<file path="config.mk">
export PLATFORM = sky130hd
export DESIGN_NAME = p3c_port3_cfg
export DESIGN_NICKNAME = d
export VERILOG_FILES = /design/src/p3c_pkg.sv /design/src/p3c_port3_cfg.sv
export SDC_FILE = /design/constraint.sdc
export NUM_CORES = 1
export LEC_CHECK = 0
export ABC_AREA = 0
export BUFFER_PORTS_ARGS = -buffer_cell sky130_fd_sc_hd__clkbuf_2
export CAP_MARGIN = 10
export CELL_PAD_IN_SITES_DETAIL_PLACEMENT = 1
export CELL_PAD_IN_SITES_GLOBAL_PLACEMENT = 1
export CORE_UTILIZATION = 42
export DETAILED_ROUTE_END_ITERATION = 12
export PLACE_DENSITY = 0.77
export REMOVE_ABC_BUFFERS = 1
export SYNTH_ARGS = -nofsm -noshare
export SYNTH_HDL_FRONTEND = slang
export SYNTH_SLANG_ARGS = --single-unit
export TNS_END_PERCENT = 30
</file>
<file path="constraint.sdc">
create_clock -name clk -period 3 [get_ports clk]
set_input_delay 0.45 -clock clk [delete_from_list [all_inputs] [get_ports clk]]
set_output_delay 0.45 -clock clk [all_outputs]
set_load 0.01 [all_outputs]
</file>
<file path="src/p3c_pkg.sv">
// Constants, field layout and carrier types for the port 3 low-pin
// function select and upper-pin external interrupt edge control.
// Assumes one core clock and the chip reset; no bus beyond the core's
// own register-addressed special function register port.
// Functional notes
// Registers reachable only by direct register addressing
// Pin 3.3 field: Schmitt input or slave select
// Pin 3.2 field: Schmitt input or serial clock
// Pin 3.0 field code 01: serial data out
// Code 10 drives LCD segment, 11 output
// Pin 3.1 field: Schmitt input or serial in
// Interrupt bits 7-6 set pin 3.7 edge
// Interrupt bits 5-4 set pin 3.6 edge
// Edge codes: off, falling, rising, both edges
package p3c_pkg;

	// ==========================================================
	// Register map
	// ==========================================================
	localparam logic [7:0] P3C_ADDR_LOW_SEL = 8'hE9; // Low pin function select
	localparam logic [7:0] P3C_ADDR_IRQ_CTL = 8'hEB; // Interrupt edge control
	localparam logic [7:0] P3C_RST_VAL      = 8'h00; // Both registers clear
	localparam logic [7:0] P3C_UNMAP_VAL    = 8'h00; // Unmapped reads

	// ==========================================================
	// Field layout
	// ==========================================================
	localparam int P3C_FLD_W       = 2; // Every field is two bits
	localparam int P3C_NUM_LOW     = 4; // Pins 3.0 to 3.3
	localparam int P3C_NUM_IRQ     = 2; // Pins 3.6 and 3.7
	localparam int P3C_PIN_SS      = 3; // Pin 3.3 slave select
	localparam int P3C_PIN_SCK     = 2; // Pin 3.2 serial clock
	localparam int P3C_PIN_SI      = 1; // Pin 3.1 serial data in
	localparam int P3C_PIN_SO      = 0; // Pin 3.0 serial data out
	localparam int P3C_IRQ_SIX     = 2; // Field index of pin 3.6
	localparam int P3C_IRQ_SEVEN   = 3; // Field index of pin 3.7
	localparam int P3C_SYNC_W      = 6; // Synchronised pad count

	// ==========================================================
	// Field codes
	// ==========================================================
	localparam logic [1:0] P3C_MODE_SCHMITT = 2'h0; // Schmitt input
	localparam logic [1:0] P3C_MODE_SERIAL  = 2'h1; // Serial alt function
	localparam logic [1:0] P3C_MODE_LCD     = 2'h2; // LCD segment drive
	localparam logic [1:0] P3C_MODE_OUTPUT  = 2'h3; // General output
	localparam logic [1:0] P3C_EDGE_OFF     = 2'h0; // Interrupt disabled
	localparam logic [1:0] P3C_EDGE_FALL    = 2'h1; // Falling edge
	localparam logic [1:0] P3C_EDGE_RISE    = 2'h2; // Rising edge
	localparam logic [1:0] P3C_EDGE_BOTH    = 2'h3; // Either edge

	// Drive pair for the four lower pads
	typedef struct packed {
		logic [3:0] out; // Pad output level
		logic [3:0] oe;  // Pad output enable, high drives
	} p3c_pad_s;

	// Two-bit field of a configuration byte
	function automatic logic [1:0] p3c_fld(input logic [7:0] r, input int idx);
		p3c_fld = r[idx*P3C_FLD_W +: P3C_FLD_W];
	endfunction

	// Edge decode for one interrupt pin
	function automatic logic p3c_edge_hit(input logic [1:0] mode,
			input logic old_lvl, input logic new_lvl);
		logic rise;
		logic fall;
		rise = !old_lvl && new_lvl;
		fall = old_lvl && !new_lvl;
		case (mode)
			P3C_EDGE_FALL: p3c_edge_hit = fall;
			P3C_EDGE_RISE: p3c_edge_hit = rise;
			P3C_EDGE_BOTH: p3c_edge_hit = rise || fall;
			default:       p3c_edge_hit = 1'b0;
		endcase
	endfunction

endpackage

</file>
<file path="src/p3c_port3_cfg.sv">
// Port 3 lower-pin function select and upper-pin interrupt edge logic.
// Assumes the core presents register-addressed accesses on its special
// function register port with a flag telling direct from other modes,
// and that pads, serial unit and LCD driver sit on the same clock except
// the pad inputs, which are synchronised here.
`timescale 1ns/1ps
`default_nettype none

module p3c_port3_cfg
	import p3c_pkg::*;
(
	input  wire logic       clk,                // Core clock, 50 MHz
	input  wire logic       rst_n,              // Chip reset, async low
	input  wire logic       reg_sel,            // Register access strobe
	input  wire logic       reg_wr,             // High write, low read
	input  wire logic       reg_direct,         // Direct register addressing
	input  wire logic [7:0] reg_addr,           // Register address
	input  wire logic [7:0] reg_wdata,          // Write data
	output logic      [7:0] reg_rdata,          // Read data, one cycle late
	input  wire logic [3:0] pad_in,             // Pads 3.0 to 3.3 level
	input  wire logic [1:0] irq_pad_in,         // Pads 3.6, 3.7 level
	input  wire logic [3:0] port_data_out,      // Port output latch
	input  wire p3c_pad_s   spi_drv,            // Serial unit pad drive
	input  wire logic [3:0] lcd_seg_drive,      // LCD segment levels
	output p3c_pad_s        pad_drv,            // Lower pad drive
	output logic      [3:0] port_pin_in,        // Synchronised pin levels
	output logic      [2:0] spi_pin_in,         // Serial clk/in/out pin view
	output logic            serial_slave_select_n, // Slave select, low active
	output logic            ext_irq_line_six,   // Pin 3.6 edge pulse
	output logic            ext_irq_line_seven  // Pin 3.7 edge pulse
);

	// ==========================================================
	// Configuration registers
	// ==========================================================
	logic [7:0] low_sel;      // Lower pin function select
	logic [7:0] irq_ctl;      // Interrupt edge control
	logic [7:0] next_low_sel;
	logic [7:0] next_irq_ctl;
	logic [7:0] next_rdata;
	logic       acc_ok;       // Access allowed this cycle

	// Decode of register writes and reads
	always_comb begin
		next_low_sel = low_sel;
		next_irq_ctl = irq_ctl;
		next_rdata   = reg_rdata;
		// direct addressing only
		acc_ok = reg_sel && reg_direct;
		if (acc_ok && reg_wr) begin
			// Writes in other modes are dropped silently
			if (reg_addr == P3C_ADDR_LOW_SEL) begin
				next_low_sel = reg_wdata;
			end
			if (reg_addr == P3C_ADDR_IRQ_CTL) begin
				next_irq_ctl = reg_wdata;
			end
		end else if (reg_sel && !reg_wr) begin
			// Non-direct reads see zero, not the register
			if (acc_ok && reg_addr == P3C_ADDR_LOW_SEL) begin
				next_rdata = low_sel;
			end else if (acc_ok && reg_addr == P3C_ADDR_IRQ_CTL) begin
				next_rdata = irq_ctl;
			end else begin
				next_rdata = P3C_UNMAP_VAL;
			end
		end
	end

	// Register state
	always_ff @(posedge clk or negedge rst_n) begin
		if (!rst_n) begin
			low_sel   <= P3C_RST_VAL;
			irq_ctl   <= P3C_RST_VAL;
			reg_rdata <= P3C_UNMAP_VAL;
		end else begin
			low_sel   <= next_low_sel;
			irq_ctl   <= next_irq_ctl;
			reg_rdata <= next_rdata;
		end
	end

	// ==========================================================
	// Pad input synchronisers
	// ==========================================================
	logic [5:0] sync_a;        // First stage, read only by sync_b
	logic [5:0] sync_b;        // Second stage
	logic [5:0] sync_c;        // Third stage
	logic [5:0] pin_lvl;       // Accepted level
	logic [5:0] next_pin_lvl;

	// Level accepted once stages two and three agree; filters one glitch
	always_comb begin
		for (int i = 0; i < P3C_SYNC_W; i++) begin
			next_pin_lvl[i] = (sync_b[i] == sync_c[i]) ? sync_c[i] : pin_lvl[i];
		end
	end

	// Synchroniser chain
	always_ff @(posedge clk or negedge rst_n) begin
		if (!rst_n) begin
			sync_a  <= '0;
			sync_b  <= '0;
			sync_c  <= '0;
			pin_lvl <= '0;
		end else begin
			sync_a  <= {irq_pad_in, pad_in};
			sync_b  <= sync_a;
			sync_c  <= sync_b;
			pin_lvl <= next_pin_lvl;
		end
	end

	// ==========================================================
	// Lower pin function mux
	// ==========================================================
	p3c_pad_s   next_pad;
	logic [3:0] next_port_in;
	logic [3:0] next_spi_in;    // Bit 3 carries slave select
	logic [3:0] sel_serial;     // Pin handed to serial unit

	// Pad drive and serial input routing per field
	always_comb begin
		next_pad     = '0;
		next_port_in = pin_lvl[3:0];
		sel_serial   = '0;
		for (int p = 0; p < P3C_NUM_LOW; p++) begin
			case (p3c_fld(low_sel, p))
				// Schmitt input
				P3C_MODE_SCHMITT: begin
					next_pad.oe[p] = 1'b0;
				end
				// serial function
				P3C_MODE_SERIAL: begin
					next_pad.out[p] = spi_drv.out[p];
					next_pad.oe[p]  = spi_drv.oe[p];
					sel_serial[p]   = 1'b1;
				end
				// LCD segment drive
				P3C_MODE_LCD: begin
					next_pad.out[p] = lcd_seg_drive[p];
					next_pad.oe[p]  = 1'b1;
				end
				// general output
				P3C_MODE_OUTPUT: begin
					next_pad.out[p] = port_data_out[p];
					next_pad.oe[p]  = 1'b1;
				end
				default: begin
					next_pad.oe[p] = 1'b0;
				end
			endcase
		end
		// Unselected serial inputs rest idle: data low, select high
		next_spi_in = sel_serial & pin_lvl[3:0];
		if (!sel_serial[P3C_PIN_SS]) begin
			next_spi_in[P3C_PIN_SS] = 1'b1;
		end
	end

	// Pad outputs come straight from flops
	always_ff @(posedge clk or negedge rst_n) begin
		if (!rst_n) begin
			pad_drv               <= '0;
			port_pin_in           <= '0;
			spi_pin_in            <= '0;
			serial_slave_select_n <= 1'b1;
		end else begin
			pad_drv               <= next_pad;
			port_pin_in           <= next_port_in;
			spi_pin_in            <= next_spi_in[2:0];
			serial_slave_select_n <= next_spi_in[P3C_PIN_SS];
		end
	end

	// ==========================================================
	// External interrupt edge detection
	// ==========================================================
	logic [1:0] mode_six;     // Pin 3.6 edge code
	logic [1:0] mode_seven;   // Pin 3.7 edge code
	logic [3:0] settle;       // Ones shift in while the chain loads
	logic [3:0] next_settle;
	logic       next_irq_six;
	logic       next_irq_seven;

	// Edge on the accepted level, qualified by each field
	// Accepted level starts low after reset; a pad already high would look
	// like a rising edge, so edges count only once the chain has filled
	always_comb begin
		next_settle    = {settle[2:0], 1'b1};
		// pin 3.6 field
		mode_six       = p3c_fld(irq_ctl, P3C_IRQ_SIX);
		// pin 3.7 field
		mode_seven     = p3c_fld(irq_ctl, P3C_IRQ_SEVEN);
		// edge code decode
		next_irq_six   = settle[3] && p3c_edge_hit(mode_six, pin_lvl[P3C_NUM_LOW],
			next_pin_lvl[P3C_NUM_LOW]);
		next_irq_seven = settle[3] && p3c_edge_hit(mode_seven, pin_lvl[P3C_NUM_LOW + 1],
			next_pin_lvl[P3C_NUM_LOW + 1]);
	end

	// One-cycle request pulses to the interrupt controller
	always_ff @(posedge clk or negedge rst_n) begin
		if (!rst_n) begin
			settle             <= '0;
			ext_irq_line_six   <= 1'b0;
			ext_irq_line_seven <= 1'b0;
		end else begin
			settle             <= next_settle;
			ext_irq_line_six   <= next_irq_six;
			ext_irq_line_seven <= next_irq_seven;
		end
	end
endmodule

`default_nettype wire

</file>
==> impl_metrics.ini, run 1 <==
[route]
vias = 1617
drt_iter0_drc = 58
wl_per_cell_um = 14.4
dr.pass1.iters = 4
routed_wl_mm = 4.75
drc = 0
ant_nets = 0
via_per_inst = 4.91

[synth]
netlist_area_um2 = 2570
yosys_warnings = 0
syn_avg_cell_area_um2 = 15.0
synthTopCellsByCount = dfrtp_1, nand2_1, mux2_2
yosysUniqueCellTypes = 28
post_synth_main_area_contributors = dfrtp_1, mux2_2, maj3_1, mux2i_1, nand2_1
synth-simple-area-share = 0.0938
yosys.cell_count.top_type = dfrtp_1
synth-seq-area-share = 0.681
synth_ff_type = dfrtp_1
synthCells = 172
ys_ff_latch = 70
yosysTopAreaCellShare = 0.671
synth_largest_area_cell = dfrtp_1
synth_top_family_by_area = multiplexers
synthAdderAreaFrac = 0.0408
synth_edf_count = 0
muxShareOfSynthArea = 0.119
synth_xor_area_frac = 0
async_flop_share = 1.00
synth_compound_area_frac = 0.0515

[placement]
numPortBuffers = 68
gp_congestion = 0.700
hpwl_mm = 3.49

[pwr]
p_total_mw = 1.80
p_leak_nw = 1.65
powerDensity_nw_per_um2 = 563
ir_drop_v = 0.000261

[clocking]
cts.htree.levels = 3
ctsResizeCount = 0
root_buffer = clkbuf_8
clk_latency_ns = 0.33
hold_buffers = 0
cts_setup_buffers = 0
cts_buffers = 9
clkTransAtPathRegs_ns = 0.07
clockBufferDepth = 2
cts.sinks = 70
cts_tree = built

[worst_setup_path]
cp_data_required_time_ns = 3.21
crit_type = input pin to flip-flop
arrival_ns = 1.81
r2r_start = pin_lvl[4]
end_kind = flip-flop
start_kind = input pin
r2r_end = ext_irq_line_six
rrSetupSlack_ns = 1.45
critPathMaxFanout = 10
rr_worst_depth = 5

[floorplan]
die_x_um = 80.3
io_pins = 69
die_h_um = 80.3
core_um2 = 5920
initial_core_util = 0.435
num_rows = 28
die_area_um2 = 6450

[finish]
nNetsFinal = 294
synthToLayoutAreaGrowth_pct = 23.8
drive_above_1_share = 0.437
n_antenna_cell = 0

[grt]
grt_usage = 0.171
overflow = 0
grt_pass1_wl_mm = 8.10
first_global_vias = 1680
grt_max_degree = 30
antenna_found_initial = 0

[timing]
fin_crit_ns = 1.60
fin_crit_sh = 0.534
max_slew_margin = 0.567
fmax_mhz = 625
worst_pin_slew_ns = 0.645
fin_tns_setup_ns = 0
maxSlewViolCount = 0
rsz0062_at_grt = false
finalSetupViolations = 0
finalHoldViolCount = 0
skew_ns = 0.00917

[worst_hold_path]
hp-class = input pin to asynchronous set/reset pin

[outcome]
outcome = complete, no violations

[job]
drv_cap = 0
final cells by class:
type | count | area (um^2)
clock inverter | 3 | 17.5
multi-input combinational | 95 | 788
timing repair buffer | 70 | 355
inverter | 3 | 11.3
fill | 620 | 2730
tap | 75 | 93.8
sequential | 70 | 1750
clock buffer | 13 | 169
critical path, stage by stage:
cell and delay [ns]:
clkbuf_2 0.31, inv_2 0.08, nor4_4 0.57, mux2_2 0.40
sequential cells by signal (all words and copies together), names as in the netlist:
| signal | count |
|---|---|
| sync_b | 6 |
| pad_drv | 8 |
| ext_irq_line_seven | 1 |
| pin_lvl | 6 |
| serial_slave_select_n | 1 |
| low_sel | 8 |
| settle | 4 |
| spi_pin_in | 3 |
| reg_rdata | 8 |
| ext_irq_line_six | 1 |
| irq_ctl | 8 |
| port_pin_in | 4 |
| sync_a | 6 |
| sync_c | 6 |
worst max-delay path by stage:
stage	start	end	slack (ns)	cells past startpoint
3_3_place_gp	reg_addr[1]	irq_ctl[7]	1.10	4
2_1_floorplan	reg_addr[2]	irq_ctl[1]	1.35	3
3_5_place_dp	reg_addr[1]	irq_ctl[4]	1.02	4
6_report	reg_addr[1]	irq_ctl[1]	1.40	4
4_1_cts	reg_addr[1]	irq_ctl[1]	1.38	4
5_1_grt	pin_lvl[4]	ext_irq_line_six	1.33	5
layer usage:
layer | vias to the layer above | track usage | share of wire
met2 | 35 | 0.269 | 0.51
met3 | 9 | 0.0386 | 0.040
met5 | - | 0 | 0
li1 | 753 | - | -
met1 | 820 | 0.220 | 0.43
met4 | 0 | 0.0911 | 0.017
where the power goes:
| part | switching [mW] | total (mW) | leakage (nW) | internal, mW |
|---|---|---|---|---|
| Combinational | 0.0549 | 0.104 | 0.654 | 0.0494 |
| Clock | 0.328 | 0.694 | 0.0954 | 0.366 |
| Sequential | 0.0198 | 0.998 | 0.900 | 0.978 |
cell families (layout without fill, tap and decap cells):
group	count (synthesis)	in the layout
muxes	28	28
DFF	70	70
and+or+nand+nor	37	37
AOI/OAI and AO/OA	19	19
buffers and inverters	7	89
adders and majority gates	10	10
other	1	1
stage by stage:
stage | setup WS, ns | cells | utilization | area, um^2 | hold WS [ns]
after detailed placement | 1.02 | 313 | 0.507 | 3000 | 0.337
final | 1.40 | 329 | 0.538 | 3190 | 0.127
after CTS | 1.38 | 329 | 0.538 | 3190 | 0.141
after floorplan | 1.35 | 168 | - | 2550 | 0.154
after global routing | 1.33 | 329 | 0.538 | 3190 | 0.173
after global placement | 1.10 | 313 | 0.507 | 3000 | 0.333
cells in the final DEF (no fill, tap or decap), types with 3 or more instances in the layout:
cell type	count
nand2_1	20
a21o_1	4
maj3_1	8
mux2_2	19
o31ai_1	8
nand2b_1	3
clkbuf_8	12
dfrtp_1	69
mux2i_1	8
o21ai_0	5
clkbuf_2	67
Note: power is estimated with default switching activity, not from simulation.
==> run 2, diff against run 1 <==
CORE_UTILIZATION = 37   (was 42)
PLACE_DENSITY = 0.72   (was 0.77)
clock period = 1.3 ns   (was 3 ns; I/O delays follow)
==> impl_metrics.ini, run 2 (synthesis results as in run 1) <==
[worst_setup_path]
crit_type = flip-flop to flip-flop
rrSetupSlack_ns = -0.09
arrival_ns = 1.61
end_kind = flip-flop
cp_data_required_time_ns = 1.52
critPathMaxFanout = 2
rr_worst_depth = 5
start_kind = flip-flop
r2r_start = pin_lvl[5]
r2r_end = ext_irq_line_seven

[pwr]
p_int_mw = 3.28
ir_drop_v = 0.000637
combPwrFrac = 0.078
switching_share = 0.223
p_leak_nw = 1.79
powerDensity_nw_per_um2 = 1220
p_total_mw = 4.23
pwr-share-seq = 0.544
p_switching_uw = 943
clkPwrFrac = 0.378

[worst_hold_path]
min_path_cells = 2
hold_path_end = pad_drv[0]
hp-start = spi_drv[0]
hp-class = input pin to flip-flop

[outcome]
violations = setup timing
outcome = complete, but fails checks

[finish]
layout_commonest_cell = dfrtp_1
finish.utilization = 0.513
fillers = 702
nNetsFinal = 321
final_cell_mix = dfrtp_1, clkbuf_2, buf_4
synthToLayoutAreaGrowth_pct = 34.5
drive_above_1_share = 0.480
n_antenna_cell = 0

[timing]
fin_crit_sh = 1.07
fin_crit_ns = 1.39
maxSlewViolCount = 0
worst_pin_slew_ns = 0.611
skew_ns = 0.00931
fin_tns_setup_ns = -0.150
finalSetupViolations = 2
worst_slack_ns = -0.0863
fmax_mhz = 721
max_slew_margin = 0.593
finalHoldViolCount = 0
rsz0062_at_grt = true

[route]
drc = 0
ant_nets = 0
routed_wl_mm = 5.45
wl_per_cell_um = 15.1
dr.pass1.iters = 4
vias = 1712
via_per_inst = 4.74
drt_iter0_drc = 39

[grt]
grt_pass1_wl_mm = 8.88
overflow = 0
grt_usage = 0.167
first_global_vias = 1765
antenna_found_initial = 0
grt_max_degree = 31

[clocking]
cts_tree = built
cts.htree.levels = 3
clockBufferDepth = 2
root_buffer = clkbuf_8
cts_buffers = 9
cts.sinks = 70
clkTransAtPathRegs_ns = 0.07
clk_latency_ns = 0.34

[floorplan]
die_h_um = 85.4
io_pins = 69
die_area_um2 = 7300
num_rows = 30
core_um2 = 6760
die_x_um = 85.4
initial_core_util = 0.381

[placement]
numPortBuffers = 68
hpwl_mm = 3.90
gp_congestion = 0.693

[job]
drv_cap = 0
==> run 2: changes by cell type in the layout (fill, tap and decap cells not counted), sizes merged <==
cell / before / now
buf: 3 / 23
dlygate4sd3: 0 / 7
clkbuf: 80 / 82
clkinv: 2 / 1
clkinvlp: 1 / 0
==> run 2: worst max-delay path, stage by stage (launching register included) <==
cell	delay (ns)
dfrtp_1	0.39
maj3_2	0.34
ha_4	0.27
nand2b_4	0.11
nand3_2	0.06
o211a_1	0.11
==> run 2: layout make-up <==
| type | instances | area [um^2] | share of cell area |
|---|---|---|---|
| Clock buffer | 15 | 176 | 0.0509 |
| Clock inverter | 1 | 5.00 | 0.00144 |
| Inverter | 3 | 11.3 | 0.00325 |
| Multi-Input combinational cell | 95 | 828 | 0.239 |
| Sequential cell | 70 | 1750 | 0.506 |
| Tap cell | 80 | 100 | 0.0289 |
| Timing Repair Buffer | 97 | 591 | 0.170 |
==> run 2: what timing repair did <==
item / CTS / global route
cloned: 0 / 0
resized for setup: 6 / 2
setup buffers: 4 / 0
hold endpoints to repair: 33 / 0
setup endpoints to repair: 2 / 2
pin swaps: 7 / 2
hold buffers: 7 / 0
==> run 2: metal layers <==
layer  up-vias  share of wire  track usage
li1        805              -            -
met1       848           0.43        0.200
met2        53           0.49        0.272
met3         6          0.069       0.0671
met4         0          0.010       0.0591
met5         -              0            0
==> run 2: how the worst max path moves through the flow <==
stage / start / slack (ns) / endpoint
after global routing: pin_lvl[5] / -0.14 / ext_irq_line_seven
after detailed placement: reg_addr[2] / -0.21 / irq_ctl[0]
after CTS: sync_b[4] / -0.08 / ext_irq_line_six
after global placement: reg_addr[2] / -0.16 / low_sel[5]
final: pin_lvl[5] / -0.09 / ext_irq_line_seven
after floorplan: reg_addr[2] / -0.09 / irq_ctl[1]
==> run 2: through the flow <==
| stage | instance area [um^2] | hold slack (ns) | cells | setup slack (ns) |
|---|---|---|---|---|
| floorplan | 2550 | -0.101 | 168 | -0.0916 |
| global placement | 3140 | 0.151 | 334 | -0.159 |
| detailed placement | 3140 | 0.155 | 334 | -0.213 |
| CTS | 3450 | 0.0453 | 361 | -0.0767 |
| global route | 3460 | 0.0516 | 361 | -0.135 |
| finish | 3460 | 0.0608 | 361 | -0.0863 |
==> run 2: power groups by stage <==
stage / clock, mW / sequential [mW] / combinational, mW
after detailed placement: 0 / 2.34 / 0.289
after global placement: 0 / 2.34 / 0.277
after global routing: 1.76 / 2.31 / 0.371
after floorplan: 0 / 2.34 / 0.0798
final: 1.60 / 2.30 / 0.331
after CTS: 1.65 / 2.30 / 0.331
==> run 3, diff against run 2 <==
CORE_UTILIZATION = 41   (was 37)
PLACE_DENSITY = 0.75   (was 0.72)
clock period = 1.5 ns   (was 1.3 ns; I/O delays follow)
==> impl_metrics.ini, run 3 (synthesis results as in run 1) <==
[outcome]
outcome = complete, no violations

[clocking]
clockBufferDepth = 2
cts_tree = built
root_buffer = clkbuf_8
clk_latency_ns = 0.34
clkTransAtPathRegs_ns = 0.07
cts_buffers = 9
cts.htree.levels = 3
cts.sinks = 70

[grt]
grt_max_degree = 29
first_global_vias = 1864
antenna_found_initial = 0
grt_usage = 0.193
grt_pass1_wl_mm = 9.07
overflow = 0

[timing]
worst_pin_slew_ns = 0.589
max_slew_margin = 0.607
rsz0062_at_grt = true
maxSlewViolCount = 0
fmax_mhz = 699
holdWs_ns = 0.0924
worst_slack_ns = 0.0700
fin_crit_ns = 1.43
fin_crit_sh = 0.953
finalHoldViolCount = 0
finalSetupViolations = 0
skew_ns = 0.00842
fin_tns_setup_ns = 0

[placement]
hpwl_mm = 4.06
dp_slack_ns = -0.00567
numPortBuffers = 68
place_area_um2 = 3100
gp_congestion = 0.744
dp.cells = 323

[finish]
fin_area_um2 = 3350
fin_cells = 348
synthToLayoutAreaGrowth_pct = 30.2
layout_commonest_cell = dfrtp_1
finish.utilization = 0.560
fillers = 633
n_antenna_cell = 0
nNetsFinal = 313
drive_above_1_share = 0.458
final_cell_mix = dfrtp_1, clkbuf_2, nand2_1

[worst_setup_path]
start_kind = flip-flop
r2r_start = sync_c[5]
critPathMaxFanout = 3
critical-path-max-stage-delay_ns = 0.41
cp_data_required_time_ns = 1.77
rr_worst_depth = 5
slowest_stage = dfrtp_1
end_kind = flip-flop
crit_type = flip-flop to flip-flop
path_cells = maj3_2, ha_1, nand2b_1, nand3_1, o211a_1
arrival_ns = 1.70
critical-path-top-delay-family = adder cells
cp_num_buf_inv = 0
r2r_end = ext_irq_line_seven
startpoint = sync_c[5]
rrSetupSlack_ns = 0.07
crit_cells = 5

[route]
dr.pass1.iters = 4
via_per_inst = 4.91
wl_per_cell_um = 16.2
drt_iter0_drc = 61
ant_nets = 0
vias = 1707
routed_wl_mm = 5.63
drc = 0

[floorplan]
io_pins = 69
die_h_um = 81.3
die_x_um = 81.3
num_rows = 28
core_um2 = 5990
initial_core_util = 0.430
die_area_um2 = 6600

[worst_hold_path]
min_path_cells = 2
hp-class = input pin to flip-flop
hold_path_end = pad_drv[0]
hp-start = spi_drv[0]

[job]
drv_cap = 0

[pwr]
p_total_mw = 3.53
powerDensity_nw_per_um2 = 1050
ir_drop_v = 0.000575
p_leak_nw = 1.74
## run 3: cell count changes in the layout (fill, tap and decap cells not counted), moves of 2 or more
cell,before,now
buf_4,22,12
ha_4,2,0
ha_1,0,2
clkbuf_8,12,9
clkinv_2,1,5
clkbuf_1,3,0
## run 3: what timing repair did
item	4_1_cts	5_1_grt
buffers inserted	0	2
resized for setup	0	2
endpoints found under the setup margin	0	2
hold buffers	7	0
hold endpoints to repair	21	0
## run 3: power by group
part           total [mW]  internal [mW]  leakage (nW)  switching (mW)
clock                1.27          0.586        0.0885           0.685
combinational       0.263          0.134         0.755           0.129
sequential           1.99           1.96         0.900          0.0388
total                3.53           2.68          1.74           0.853
## run 3: how the worst max path moves through the flow
| stage | to | slack [ns] |
|---|---|---|
| final | ext_irq_line_seven | 0.07 |
| after global routing | ext_irq_line_six | -0.004 |
| after CTS | ext_irq_line_seven | 0.02 |
| after detailed placement | low_sel[1] | -0.006 |
| after global placement | low_sel[7] | -0.003 |
| after floorplan | irq_ctl[1] | 0.08 |
## run 3: layer usage
| layer | up-vias | share of wire | track usage |
|---|---|---|---|
| li1 | 788 | - | - |
| met1 | 873 | 0.40 | 0.219 |
| met2 | 37 | 0.54 | 0.341 |
| met3 | 9 | 0.039 | 0.0416 |
| met4 | 0 | 0.016 | 0.0964 |
| met5 | - | 0 | 0 |
## run 3: cell type report
class / instances / area, um^2 / area share
Clock buffer: 9 / 124 / 0.0369
Clock inverter: 7 / 41.3 / 0.0123
Inverter: 3 / 11.3 / 0.00336
Multi-Input combinational cell: 95 / 790 / 0.235
Sequential cell: 70 / 1750 / 0.523
Tap cell: 75 / 93.8 / 0.0280
Timing Repair Buffer: 89 / 541 / 0.161
